--- src/rtl/fc_host_pkg.sv ---
// constants, encodings and state types shared by the card host controller
package fc_host_pkg;
	// ------------------------------------------------------------
	// clock rate and access timing (plain defaults)
	// ------------------------------------------------------------
	localparam int CLK_MHZ = 100;
	localparam int SETUP_NS = 30; // address to strobe
	localparam int STROBE_NS = 165; // strobe low time
	localparam int HOLD_NS = 20; // strobe release to address change
	localparam int BEAT_NS = 60; // data-out setup before a strobe edge
	// least times round up to whole cycles
	localparam int SETUP_CYC = (SETUP_NS * CLK_MHZ + 999) / 1000;
	localparam int STROBE_CYC = (STROBE_NS * CLK_MHZ + 999) / 1000;
	localparam int HOLD_CYC = (HOLD_NS * CLK_MHZ + 999) / 1000;
	localparam int BEAT_CYC = (BEAT_NS * CLK_MHZ + 999) / 1000;
	localparam logic [4:0] SETUP_CNT = 5'(SETUP_CYC);
	localparam logic [4:0] STROBE_CNT = 5'(STROBE_CYC);
	localparam logic [4:0] HOLD_CNT = 5'(HOLD_CYC);
	localparam logic [4:0] BEAT_CNT = 5'(BEAT_CYC);
	// ------------------------------------------------------------
	// access widths, addresses and buffering
	// ------------------------------------------------------------
	localparam logic [1:0] WID_BYTE = 2'h0; // a0 picks even or odd byte
	localparam logic [1:0] WID_WORD = 2'h1; // both enables low
	localparam logic [1:0] WID_ODD = 2'h2; // odd byte on upper lane
	localparam logic [2:0] ADDR_DATA = 3'h0; // pio data word register
	localparam int FIFO_WIDTH = 16;
	localparam int FIFO_DEPTH = 8;
	localparam logic [3:0] PAUSE_LEVEL = 4'h4; // leaves room for late words
	// ------------------------------------------------------------
	// state machines
	// ------------------------------------------------------------
	typedef enum logic [7:0] {
		U_IDLE = 8'h01, U_PREP = 8'h02, U_ACK = 8'h04, U_BURST = 8'h08,
		U_TERM = 8'h10, U_DEVEND = 8'h20, U_ALIGN = 8'h40, U_CRC = 8'h80
	} udma_state_t;
	typedef enum logic [3:0] {
		A_IDLE = 4'h1, A_SETUP = 4'h2, A_STROBE = 4'h4, A_HOLD = 4'h8
	} acc_state_t;
endpackage

--- src/rtl/fc_host.sv ---
// host controller for a flash card bus: ultra dma bursts, memory and ide accesses
// What this block does
// - host prepares, acknowledges, then starts burst
// - host pauses data-in by negating ready
// - host pauses data-out by holding strobe
// - host answers card end with stop
// - card answers host stop by dropping request
// - crc passes on acknowledge edge, lines idle
// - ide mode only if oe held low
`timescale 1ns/100ps

// ------------------------------------------------------------
// fifo with parameterised width and depth
// ------------------------------------------------------------
module fc_fifo #(
	parameter int WIDTH = 16,
	parameter int DEPTH = 8
) (
	// clock and reset
	input wire logic clock,
	input wire logic reset,
	// fill side
	input wire logic in_valid,
	output logic in_ready,
	input wire logic [WIDTH-1:0] in_data,
	// drain side
	output logic out_valid,
	input wire logic out_ready,
	output logic [WIDTH-1:0] out_data,
	// fill level
	output logic [$clog2(DEPTH):0] level
);
	localparam int AW = $clog2(DEPTH);
	logic [WIDTH-1:0] mem [DEPTH]; // storage
	logic [AW-1:0] wptr; // next slot to write
	logic [AW-1:0] rptr; // next slot to read
	wire push = in_valid && in_ready;
	wire pop = out_valid && out_ready;
	assign in_ready = level != (AW+1)'(DEPTH);
	assign out_valid = level != '0;
	assign out_data = mem[rptr];
	// pointers and level
	always_ff @(posedge clock or posedge reset) begin
		if (reset) begin
			wptr <= '0;
			rptr <= '0;
			level <= '0;
		end else begin
			wptr <= push ? AW'(wptr + 1'b1) : wptr;
			rptr <= pop ? AW'(rptr + 1'b1) : rptr;
			level <= (AW+1)'(level + push - pop);
		end
	end
	// storage has no reset; level guards reads
	always_ff @(posedge clock) begin
		if (push) begin
			mem[wptr] <= in_data;
		end
	end
endmodule

// ------------------------------------------------------------
// top: card host controller
// ------------------------------------------------------------
module fc_host (
	// clock and reset
	input wire logic clock,
	input wire logic reset,
	// single access request
	input wire logic acc_req,
	input wire logic acc_write,
	input wire logic [1:0] acc_width,
	input wire logic acc_ctrl,
	input wire logic [10:0] acc_addr,
	input wire logic [15:0] acc_wdata,
	output logic acc_done,
	output logic [15:0] acc_rdata,
	// ultra dma control
	input wire logic dma_go,
	input wire logic dma_read,
	input wire logic dma_stop,
	output logic dma_busy,
	input wire logic [15:0] crc_in,
	output logic [15:0] crc_word,
	output logic crc_valid,
	// data-out stream
	input wire logic [15:0] wr_data,
	input wire logic wr_valid,
	output logic wr_ready,
	// data-in stream
	output logic [15:0] rd_data,
	output logic rd_valid,
	input wire logic rd_ready,
	// mode and power
	input wire logic ide_select,
	output logic ide_mode,
	output logic card_power,
	// card pins
	output logic ce1_n,
	output logic ce2_n,
	output logic reg_n,
	output logic oe_n,
	output logic we_n,
	output logic hioe_n,
	output logic hiow_n,
	output logic [10:0] addr,
	input wire logic [15:0] data_i,
	output logic [15:0] data_o,
	output logic data_oe,
	input wire logic wait_n,
	input wire logic inpack_n
);
	// ------------------------------------------------------------
	// pin synchronisers and state
	// ------------------------------------------------------------
	logic wait_m, wait_s, wait_q; // card strobe or ready
	logic pack_m, pack_s; // card request
	logic [15:0] data_m, data_s; // card data
	fc_host_pkg::udma_state_t udma, next_udma;
	fc_host_pkg::acc_state_t acc, next_acc;
	logic [4:0] acnt; // access phase counter
	logic [4:0] bcnt; // burst beat counter
	logic hstrobe; // host data-out strobe level
	logic [15:0] wbuf; // word on the bus in data-out
	logic started; // mode captured after release
	logic a_write, a_ce1_n, a_ce2_n, a_word, a_odd; // latched access
	logic [10:0] a_addr;
	logic [15:0] a_wdata;
	logic next_ce1_n, next_ce2_n, next_reg_n, next_oe_n, next_we_n;
	logic next_hioe_n, next_hiow_n, next_oe;
	logic [15:0] next_dout;
	logic [3:0] fifo_level;
	logic fifo_in_ready;
	// ------------------------------------------------------------
	// decode
	// ------------------------------------------------------------
	wire dmarq = !pack_s; // request is active low on the pin
	wire card_strobe_edge = wait_s != wait_q;
	wire card_rdy = !wait_s; // data-out ready from the card
	wire in_burst = udma == fc_host_pkg::U_BURST;
	wire rd_phase = dma_read && (in_burst || udma == fc_host_pkg::U_TERM
		|| udma == fc_host_pkg::U_DEVEND);
	wire push = rd_phase && card_strobe_edge;
	wire host_pause = fifo_level >= fc_host_pkg::PAUSE_LEVEL;
	wire take = wr_ready && wr_valid;
	// ide: data register at 0 is a word, control block picks cs1
	wire ide_word = !acc_ctrl && acc_addr[2:0] == fc_host_pkg::ADDR_DATA;
	wire mem_word = acc_width == fc_host_pkg::WID_WORD;
	wire mem_odd = acc_width == fc_host_pkg::WID_ODD;
	wire d_word = ide_mode ? ide_word : mem_word;
	wire d_odd = !ide_mode && mem_odd;
	// in ide mode only one chip select low; dma acknowledge never joins it
	wire d_ce1_n = ide_mode ? acc_ctrl : d_odd;
	wire d_ce2_n = ide_mode ? !acc_ctrl : !(d_odd || d_word);
	wire acc_take = acc == fc_host_pkg::A_IDLE && acc_req && udma == fc_host_pkg::U_IDLE
		&& card_power;
	wire udma_start = dma_go && dmarq && !ide_mode && acc == fc_host_pkg::A_IDLE
		&& !acc_req && card_power;
	wire acnt_end = acnt == 5'h01;
	wire [15:0] steer_rd = a_word ? data_s : {8'h00, a_odd ? data_s[15:8] : data_s[7:0]};
	wire next_wr_ready = next_udma == fc_host_pkg::U_BURST && !dma_read && bcnt == 5'h00
		&& !take && card_rdy && !dma_stop;
	// ------------------------------------------------------------
	// synchronisers: first stage feeds only the second
	// ------------------------------------------------------------
	always_ff @(posedge clock or posedge reset) begin
		if (reset) begin
			{wait_m, wait_s, wait_q} <= 3'h7;
			{pack_m, pack_s} <= 2'h3;
			data_m <= 16'h0000;
			data_s <= 16'h0000;
		end else begin
			{wait_m, wait_s, wait_q} <= {wait_n, wait_m, wait_s};
			{pack_m, pack_s} <= {inpack_n, pack_m};
			data_m <= data_i;
			data_s <= data_m;
		end
	end
	// ------------------------------------------------------------
	// mode strap and power sequencing
	// ------------------------------------------------------------
	// mode is caught after release, power follows one edge after oe settles
	always_ff @(posedge clock or posedge reset) begin
		if (reset) begin
			started <= 1'b0;
			ide_mode <= 1'b0;
			card_power <= 1'b0;
		end else begin
			started <= 1'b1;
			ide_mode <= started ? ide_mode : ide_select;
			// latched once on: a memory read strobe must not cut the supply
			card_power <= card_power || (started && oe_n == !ide_mode);
		end
	end
	// ------------------------------------------------------------
	// access sequencer
	// ------------------------------------------------------------
	always_comb begin
		next_acc = acc;
		case (acc)
			fc_host_pkg::A_IDLE: next_acc = acc_take ? fc_host_pkg::A_SETUP : acc;
			fc_host_pkg::A_SETUP: next_acc = acnt_end ? fc_host_pkg::A_STROBE : acc;
			fc_host_pkg::A_STROBE: next_acc = acnt_end ? fc_host_pkg::A_HOLD : acc;
			fc_host_pkg::A_HOLD: next_acc = acnt_end ? fc_host_pkg::A_IDLE : acc;
			default: next_acc = fc_host_pkg::A_IDLE;
		endcase
	end
	// counter, latched request and read data
	always_ff @(posedge clock or posedge reset) begin
		if (reset) begin
			acc <= fc_host_pkg::A_IDLE;
			acnt <= 5'h00;
			{a_write, a_word, a_odd, a_ce1_n, a_ce2_n} <= 5'h03;
			a_addr <= 11'h000;
			a_wdata <= 16'h0000;
			acc_rdata <= 16'h0000;
			acc_done <= 1'b0;
		end else begin
			acc <= next_acc;
			acc_done <= acc == fc_host_pkg::A_HOLD && acnt_end;
			if (acc_take) begin
				{a_write, a_word, a_odd, a_ce1_n, a_ce2_n} <=
					{acc_write, d_word, d_odd, d_ce1_n, d_ce2_n};
				a_addr <= acc_addr;
				a_wdata <= acc_wdata;
				acnt <= fc_host_pkg::SETUP_CNT;
			end else if (acc == fc_host_pkg::A_SETUP && acnt_end) begin
				acnt <= fc_host_pkg::STROBE_CNT;
			end else if (acc == fc_host_pkg::A_STROBE && acnt_end) begin
				acnt <= fc_host_pkg::HOLD_CNT;
				acc_rdata <= a_write ? acc_rdata : steer_rd;
			end else if (acnt != 5'h00) begin
				acnt <= 5'(acnt - 1'b1);
			end
		end
	end
	// ------------------------------------------------------------
	// ultra dma sequencer
	// ------------------------------------------------------------
	always_comb begin
		next_udma = udma;
		case (udma)
			// card has raised its request before we acknowledge
			fc_host_pkg::U_IDLE: next_udma = udma_start ? fc_host_pkg::U_PREP : udma;
			fc_host_pkg::U_PREP: next_udma = fc_host_pkg::U_ACK;
			fc_host_pkg::U_ACK: next_udma = fc_host_pkg::U_BURST;
			fc_host_pkg::U_BURST: begin
				if (!dmarq) begin
					next_udma = fc_host_pkg::U_DEVEND;
				end else if (dma_stop && bcnt == 5'h00) begin
					next_udma = fc_host_pkg::U_TERM;
				end
			end
			// card drops its request to answer our stop
			fc_host_pkg::U_TERM: next_udma = dmarq ? udma : fc_host_pkg::U_ALIGN;
			fc_host_pkg::U_DEVEND: next_udma = fc_host_pkg::U_ALIGN;
			// in data-in the card strobe must reach its asserted level
			fc_host_pkg::U_ALIGN: begin
				next_udma = (!dma_read || wait_s) ? fc_host_pkg::U_CRC : udma;
			end
			fc_host_pkg::U_CRC: next_udma = bcnt == 5'h00 ? fc_host_pkg::U_IDLE : udma;
			default: next_udma = fc_host_pkg::U_IDLE;
		endcase
	end
	// beat counter, host strobe, stream handshakes and crc
	always_ff @(posedge clock or posedge reset) begin
		if (reset) begin
			udma <= fc_host_pkg::U_IDLE;
			bcnt <= 5'h00;
			hstrobe <= 1'b1;
			wbuf <= 16'h0000;
			wr_ready <= 1'b0;
			crc_word <= 16'h0000;
			crc_valid <= 1'b0;
			dma_busy <= 1'b0;
		end else begin
			udma <= next_udma;
			wr_ready <= next_wr_ready;
			dma_busy <= next_udma != fc_host_pkg::U_IDLE;
			crc_valid <= udma == fc_host_pkg::U_CRC && bcnt == 5'h00;
			if (udma == fc_host_pkg::U_CRC && bcnt == 5'h00 && dma_read) begin
				crc_word <= data_s;
			end
			if (udma == fc_host_pkg::U_PREP) begin
				hstrobe <= 1'b1;
			end else if (in_burst && !dma_read && bcnt == 5'h01) begin
				hstrobe <= !hstrobe; // word stands BEAT_CNT cycles first
			end
			if (take) begin
				wbuf <= wr_data;
				bcnt <= fc_host_pkg::BEAT_CNT;
			end else if (udma == fc_host_pkg::U_ALIGN && next_udma == fc_host_pkg::U_CRC) begin
				wbuf <= crc_in;
				bcnt <= fc_host_pkg::BEAT_CNT;
			end else if (bcnt != 5'h00) begin
				bcnt <= 5'(bcnt - 1'b1);
			end
		end
	end
	// ------------------------------------------------------------
	// next pin levels from both sequencers
	// ------------------------------------------------------------
	always_comb begin
		next_ce1_n = 1'b1;
		next_ce2_n = 1'b1;
		next_reg_n = ide_mode; // dmack stays idle in ide mode
		next_oe_n = !ide_mode; // held grounded to keep ide mode
		next_we_n = 1'b1;
		next_hioe_n = 1'b1;
		next_hiow_n = 1'b1;
		next_oe = 1'b0;
		next_dout = data_o;
		if (acc != fc_host_pkg::A_IDLE) begin
			next_ce1_n = a_ce1_n;
			next_ce2_n = a_ce2_n;
			next_reg_n = 1'b1;
			next_oe = a_write;
			next_dout = a_word ? a_wdata : {a_wdata[7:0], a_wdata[7:0]};
			if (acc == fc_host_pkg::A_STROBE && ide_mode) begin
				next_hioe_n = a_write;
				next_hiow_n = !a_write;
			end else if (acc == fc_host_pkg::A_STROBE) begin
				next_oe_n = a_write;
				next_we_n = !a_write;
			end
		end
		case (udma)
			fc_host_pkg::U_ACK: next_reg_n = 1'b1;
			fc_host_pkg::U_BURST: begin
				next_reg_n = 1'b1;
				next_hiow_n = 1'b0;
				next_hioe_n = dma_read ? host_pause : hstrobe;
				next_oe = !dma_read;
				next_dout = wbuf;
			end
			fc_host_pkg::U_TERM, fc_host_pkg::U_DEVEND: begin
				next_reg_n = 1'b1;
				next_hioe_n = dma_read ? 1'b1 : hstrobe;
				next_oe = !dma_read;
				next_dout = wbuf;
			end
			fc_host_pkg::U_ALIGN, fc_host_pkg::U_CRC: begin
				next_reg_n = !(udma == fc_host_pkg::U_CRC && bcnt == 5'h00);
				next_oe = !dma_read;
				next_dout = wbuf;
			end
			default: next_reg_n = next_reg_n;
		endcase
	end
	// every pin comes from a flip-flop
	always_ff @(posedge clock or posedge reset) begin
		if (reset) begin
			{ce1_n, ce2_n, reg_n, oe_n, we_n, hioe_n, hiow_n} <= 7'h6f;
			addr <= 11'h000;
			data_o <= 16'h0000;
			data_oe <= 1'b0;
		end else begin
			{ce1_n, ce2_n, reg_n, oe_n, we_n} <=
				{next_ce1_n, next_ce2_n, next_reg_n, next_oe_n, next_we_n};
			{hioe_n, hiow_n} <= {next_hioe_n, next_hiow_n};
			addr <= acc == fc_host_pkg::A_IDLE ? addr : a_addr;
			data_o <= next_dout;
			data_oe <= next_oe;
		end
	end
	// ------------------------------------------------------------
	// data-in buffer
	// ------------------------------------------------------------
	fc_fifo #(.WIDTH(fc_host_pkg::FIFO_WIDTH), .DEPTH(fc_host_pkg::FIFO_DEPTH)) rx_fifo (
		.clock(clock),
		.reset(reset),
		.in_valid(push),
		.in_ready(fifo_in_ready),
		.in_data(data_s),
		.out_valid(rd_valid),
		.out_ready(rd_ready),
		.out_data(rd_data),
		.level(fifo_level)
	);
	// ------------------------------------------------------------
	// checks
	// ------------------------------------------------------------
	ack_prepare_a: assert property (@(posedge clock) disable iff (reset)
		udma == fc_host_pkg::U_PREP |=> hiow_n && ce1_n && ce2_n && !reg_n ##1 reg_n && hiow_n
		##1 !hiow_n) else $error("acknowledge order broken");
	read_pause_a: assert property (@(posedge clock) disable iff (reset)
		(in_burst && dma_read && next_udma == fc_host_pkg::U_BURST && host_pause) |=> hioe_n)
		else $error("host ready not negated on full buffer");
	write_hold_a: assert property (@(posedge clock) disable iff (reset)
		(in_burst && !dma_read && bcnt == 5'h00 && !take) [*2] |=> $stable(hioe_n))
		else $error("host strobe moved without data");
	dev_end_a: assert property (@(posedge clock) disable iff (reset)
		udma == fc_host_pkg::U_DEVEND && dma_read |=> hiow_n && hioe_n && reg_n)
		else $error("device termination not answered");
	host_end_a: assert property (@(posedge clock) disable iff (reset)
		(in_burst && next_udma == fc_host_pkg::U_TERM) |-> ##2 (hiow_n
		&& (hioe_n || !dma_read))) else $error("stop not asserted");
	crc_edge_a: assert property (@(posedge clock) disable iff (reset)
		$fell(reg_n) && !ide_mode && $past(udma) == fc_host_pkg::U_CRC |-> hiow_n && hioe_n
		&& ce1_n && ce2_n) else $error("acknowledge edge with lines not idle");
	ide_strap_a: assert property (@(posedge clock) disable iff (reset)
		card_power |-> (!oe_n || !ide_mode) && $stable(ide_mode))
		else $error("oe released while powered in ide mode");
	chip_sel_a: assert property (@(posedge clock) disable iff (reset)
		ide_mode && card_power |-> (ce1_n || ce2_n) && reg_n)
		else $error("chip selects or dma mixed");
endmodule

--- config.mk ---
export PLATFORM = sky130hd
export DESIGN_NAME = fc_host
export DESIGN_NICKNAME = d
export VERILOG_FILES = /design/src/rtl/fc_host_pkg.sv /design/src/rtl/fc_host.sv
export SDC_FILE = /design/constraint.sdc
export NUM_CORES = 1
export LEC_CHECK = 0
export BUFFER_PORTS_ARGS = -buffer_cell sky130_fd_sc_hd__buf_2
export CORE_ASPECT_RATIO = 0.6
export CORE_MARGIN = 5
export CORE_UTILIZATION = 45
export CTS_CLUSTER_SIZE = 20
export DETAILED_ROUTE_END_ITERATION = 8
export GPL_TIMING_DRIVEN = 0
export PLACE_DENSITY = 0.76
export REMOVE_ABC_BUFFERS = 1
export SYNTH_ARGS = -nofsm -noshare
export SYNTH_HDL_FRONTEND = slang
export SYNTH_SLANG_ARGS = --single-unit
export TNS_END_PERCENT = 30
--- constraint.sdc ---
create_clock -name clock -period 8.71 [get_ports clock]
set_input_delay 0.871 -clock clock [delete_from_list [all_inputs] [get_ports clock]]
set_output_delay 0.871 -clock clock [all_outputs]
set_load 0.01 [all_outputs]
==> summary.md <==
| Metric | Value |
|---|---|
| Worst EP arrival | `between 4000 and 5000 ps` |
| Min cycle time layout | `between 3000 and 4000 ps` |
| Reg2Reg Depth | `7` |
| Die extent in x | `~230 um` |
| Min-Delay Endpoint | `data_s[6]` |
| Ys async rst share | `0.600` |
| Ports | `between 150 and 200` |
| Area delta synth->final | `19.5%` |
| Flop2flop setup slack | `a little under 5000 ps` |
| GPL Wtd Cong | `~0.83` |
| Status | `complete, no violations` |
| Global route total overflow | `0` |
| Final wirelength | `between 20 and 30 mm` |
| Combinational share of power | `0.254` |
| Longest Clk Path Bufs | `3` |
| Crit Path Max Fanout | `10` |
| Setup Fix Bufs, Post-CTS | `0` |
| Wire length per cell | `between 20 and 25 um` |
| Max_slew headroom | `0.149` |
| Crit path depth | `7` |
| Setup tns final | `0 ps` |
| # clock sinks | `320` |
| Initial antenna violation count | `0` |
| Synth top area share | `0.340` |
| Top_reg_cell synth | `dfrtp_1` |
| Post-Layout Cell Count | `between 1k and 1.5k` |
| Crit-path cells | `nor4_2 > nor2b_1 > o21ai_1 > a211oi_2 > nand2_1 > nor3b_2 > buf_6` |
| Leakage | `roughly 6.5 nW` |
| Critical path type | `reg2reg` |
| CTS H-tree depth | `1` |
| R2r startpoint | `udma[6]` |
| CP startpoint kind | `flip-flop` |
| Pre-antenna DRT Iters | `5` |
| Mapped Area | `approximately 13000 um^2` |
| Gr usage total | `0.186` |
| FMAX | `between 0.2 and 0.3 GHz` |
| Critical path's top delay family | `simple AND/OR/NAND/NOR gates` |
| DR DRC count | `0` |
| Count leader, synth | `dfrtp_1` |
| Fin. max-slew vios | `0` |
| Largest net degree at the start of global routing | `roughly 110` |
| Vias in the first global route | `slightly above 8k` |
| NetSw | `roughly 1.4 mW` |
| Distinct cells, synth | `between 60 and 70` |
| Clock Skew | `around 17 ps` |
| Detailed placement HPWL | `19.5 mm` |
| Routed Antenna Nets | `0` |
| Crit path required time | `~9000 ps` |
| Buf/Inv on CP | `1` |
| RSZ-0062 raised after global routing | `no` |
| Worst R2R End | `rx_fifo.mem[5][14]` |
| Critical Path Sink Type | `flip-flop` |
| Avg Cell Area, Syn | `approximately 14 um^2` |
| Root Driver | `clkbuf_16` |
| Max VDD drop | `between 0.0001 and 0.00015 V` |
| Hold depth | `0` |
| FP Rows | `between 40 and 50` |
| Sw Ratio | `0.298` |
| Clk Latency, worst-skew pair | `roughly 570 ps` |
| # hold bufs at CTS | `0` |
| Worst hold start | `data_m[6]` |
| Num CTS Buffers | `31` |
| Die area | `32400 um^2` |
| Ant. Diodes | `0` |
| Gate Count Post-Synth | `~900` |
| Tightest Pin Transition | `around 1300 ps` |
| Hold Path Class | `reg2reg` |
| Initial DRC count | `approximately 620` |
| Layout cell share with drive strength beyond 1 | `0.348` |
| Max incr delay on CP | `950 ps` |
| Seq/Total Area, Yosys | `0.670` |
| Count of input and output buffers | `179` |
| Cell taking the most area after synthesis | `dfrtp_1` |
| #FFs+latches synth | `320` |
| MaxCap Viol Count | `0` |
| Final nets | `between 1k and 1.5k` |
| Initial core utilization | `0.454` |
| CTS tree | `yes` |
| Routed vias | `7951` |
| Clock Power Share | `0.308` |
| Post-synth EDFFs | `128` |
| Tcrit/Tclk final | `0.431` |
| Post-synth top cells | `dfrtp_1 (176), edfxtp_1 (128), nand2_1 (98)` |
| Clock slew at reported path FFs | `70 ps` |
| Vias per std cell | `5.36` |
| Reg power frac | `0.438` |
| Fin. Hold Viols | `0` |
| Final setup viols | `0` |
| Yosys synthesis warning count | `0` |
| Core Box Area | `between 20000 and 30000 um^2` |
| Global-route wire length before repair | `47.9 mm` |
| Die Height | `141 um` |
| Top area cells in the synthesized netlist | `dfrtp_1 (34%), edfxtp_1 (30%), mux2_2 (5.6%), mux4_2 (5.6%), dfstp_2 (3.2%)` |
| Cells after DPL | `1425` |
| Post-cts repair resize count | `0` |
| Internal | `between 3 and 4 mW` |
| Pwr/cell area | `300 nW/um^2` |
| Critical path's slowest cell | `nor3b_2` |
-- layer usage --
| layer | track usage | wire length [um] |
|---|---|---|
| met5 | 0 | 0 |
| met4 | 0.0307 | 444 |
| met3 | 0.0398 | 1800 |
| met2 | 0.284 | 13200 |
| met1 | 0.284 | 14300 |
-- cell usage in the layout, fill, tap and decap left out, types with 16 or more instances in the layout --
| cell type | count |
|---|---|
| a21oi_1 | 35 |
| a31oi_1 | 18 |
| buf_2 | 179 |
| clkbuf_16 | 32 |
| dfrtp_1 | 174 |
| dfstp_2 | 16 |
| edfxtp_1 | 128 |
| mux2_2 | 64 |
| mux2i_1 | 25 |
| mux4_2 | 32 |
| nand2_1 | 98 |
| nand3_1 | 16 |
| nor2_1 | 51 |
| o21ai_0 | 36 |
-- cell families after synthesis --
group	after synthesis	synth area share
flip-flops	320	0.670
adder cells (fa/ha/maj)	15	0.0151
AND/OR/NAND/NOR	242	0.0945
multiplexers	123	0.132
AO/OA/AOI/OAI	123	0.0559
other	1	0.000290
buffers and inverters	60	0.0207
XOR/XNOR	17	0.0115
-- layout make-up --
type	count	area, um^2
Clock buffer	41	875
Fill cell	2290	13100
Inverter	15	66.3
Sequential cell	320	8670
Timing Repair Buffer	194	1120
Multi-Input combinational cell	521	4050
Tap cell	375	469
Clock inverter	17	219
-- worst max-delay path by stage --
stage | end | from | slack [ps]
after floorplan | a_addr[0] | reset | 2640
after global placement | a_addr[3] | reset | 270
after detailed placement | rx_fifo.mem[5][4] | udma[6] | 4950
after CTS | rx_fifo.mem[5][1] | udma[6] | 4920
after global routing | rx_fifo.mem[5][1] | udma[6] | 4760
final | rx_fifo.mem[5][14] | udma[6] | 4950
-- worst register-to-register path, cell delays in order (launching register included) --
cell and delay (ps):
dfrtp_1 490, nor4_2 340, nor2b_1 480, o21ai_1 250, a211oi_2 460, nand2_1 250, nor3b_2 950, buf_6 250
-- power groups by stage --
stage                     logic (mW)  clock network, mW  registers [mW]
after CTS                       1.20               1.47            2.04
after detailed placement        1.19                  0            2.06
after floorplan                0.760                  0            2.04
after global placement          1.10                  0            2.09
after global routing            1.31               1.53            2.07
final                           1.18               1.43            2.04
-- sequential cells by signal (all words and copies together), names as in the netlist, 3 cells and up --
| signal | count |
|---|---|
| wbuf | 16 |
| a_wdata | 16 |
| acnt | 5 |
| a_addr | 11 |
| acc | 4 |
| crc_word | 16 |
| rx_fifo.rptr | 3 |
| rx_fifo.wptr | 3 |
| udma | 8 |
| data_o | 16 |
| rx_fifo.mem | 128 |
| bcnt | 5 |
| rx_fifo.level | 4 |
| data_m | 16 |
| acc_rdata | 16 |
| data_s | 16 |
| addr | 11 |
-- through the flow --
step	util	hold WS [ps]	power, mW	setup slack (ps)	instance area (um^2)
floorplan	-	331	2.80	2640	12700
global placement	0.494	332	3.19	267	14100
detailed placement	0.504	335	3.26	4950	14400
CTS	0.542	350	4.70	4920	15500
global route	0.542	351	4.91	4760	15500
finish	0.542	345	4.65	4950	15500
No activity file was read; power rests on OpenSTA's default activity.
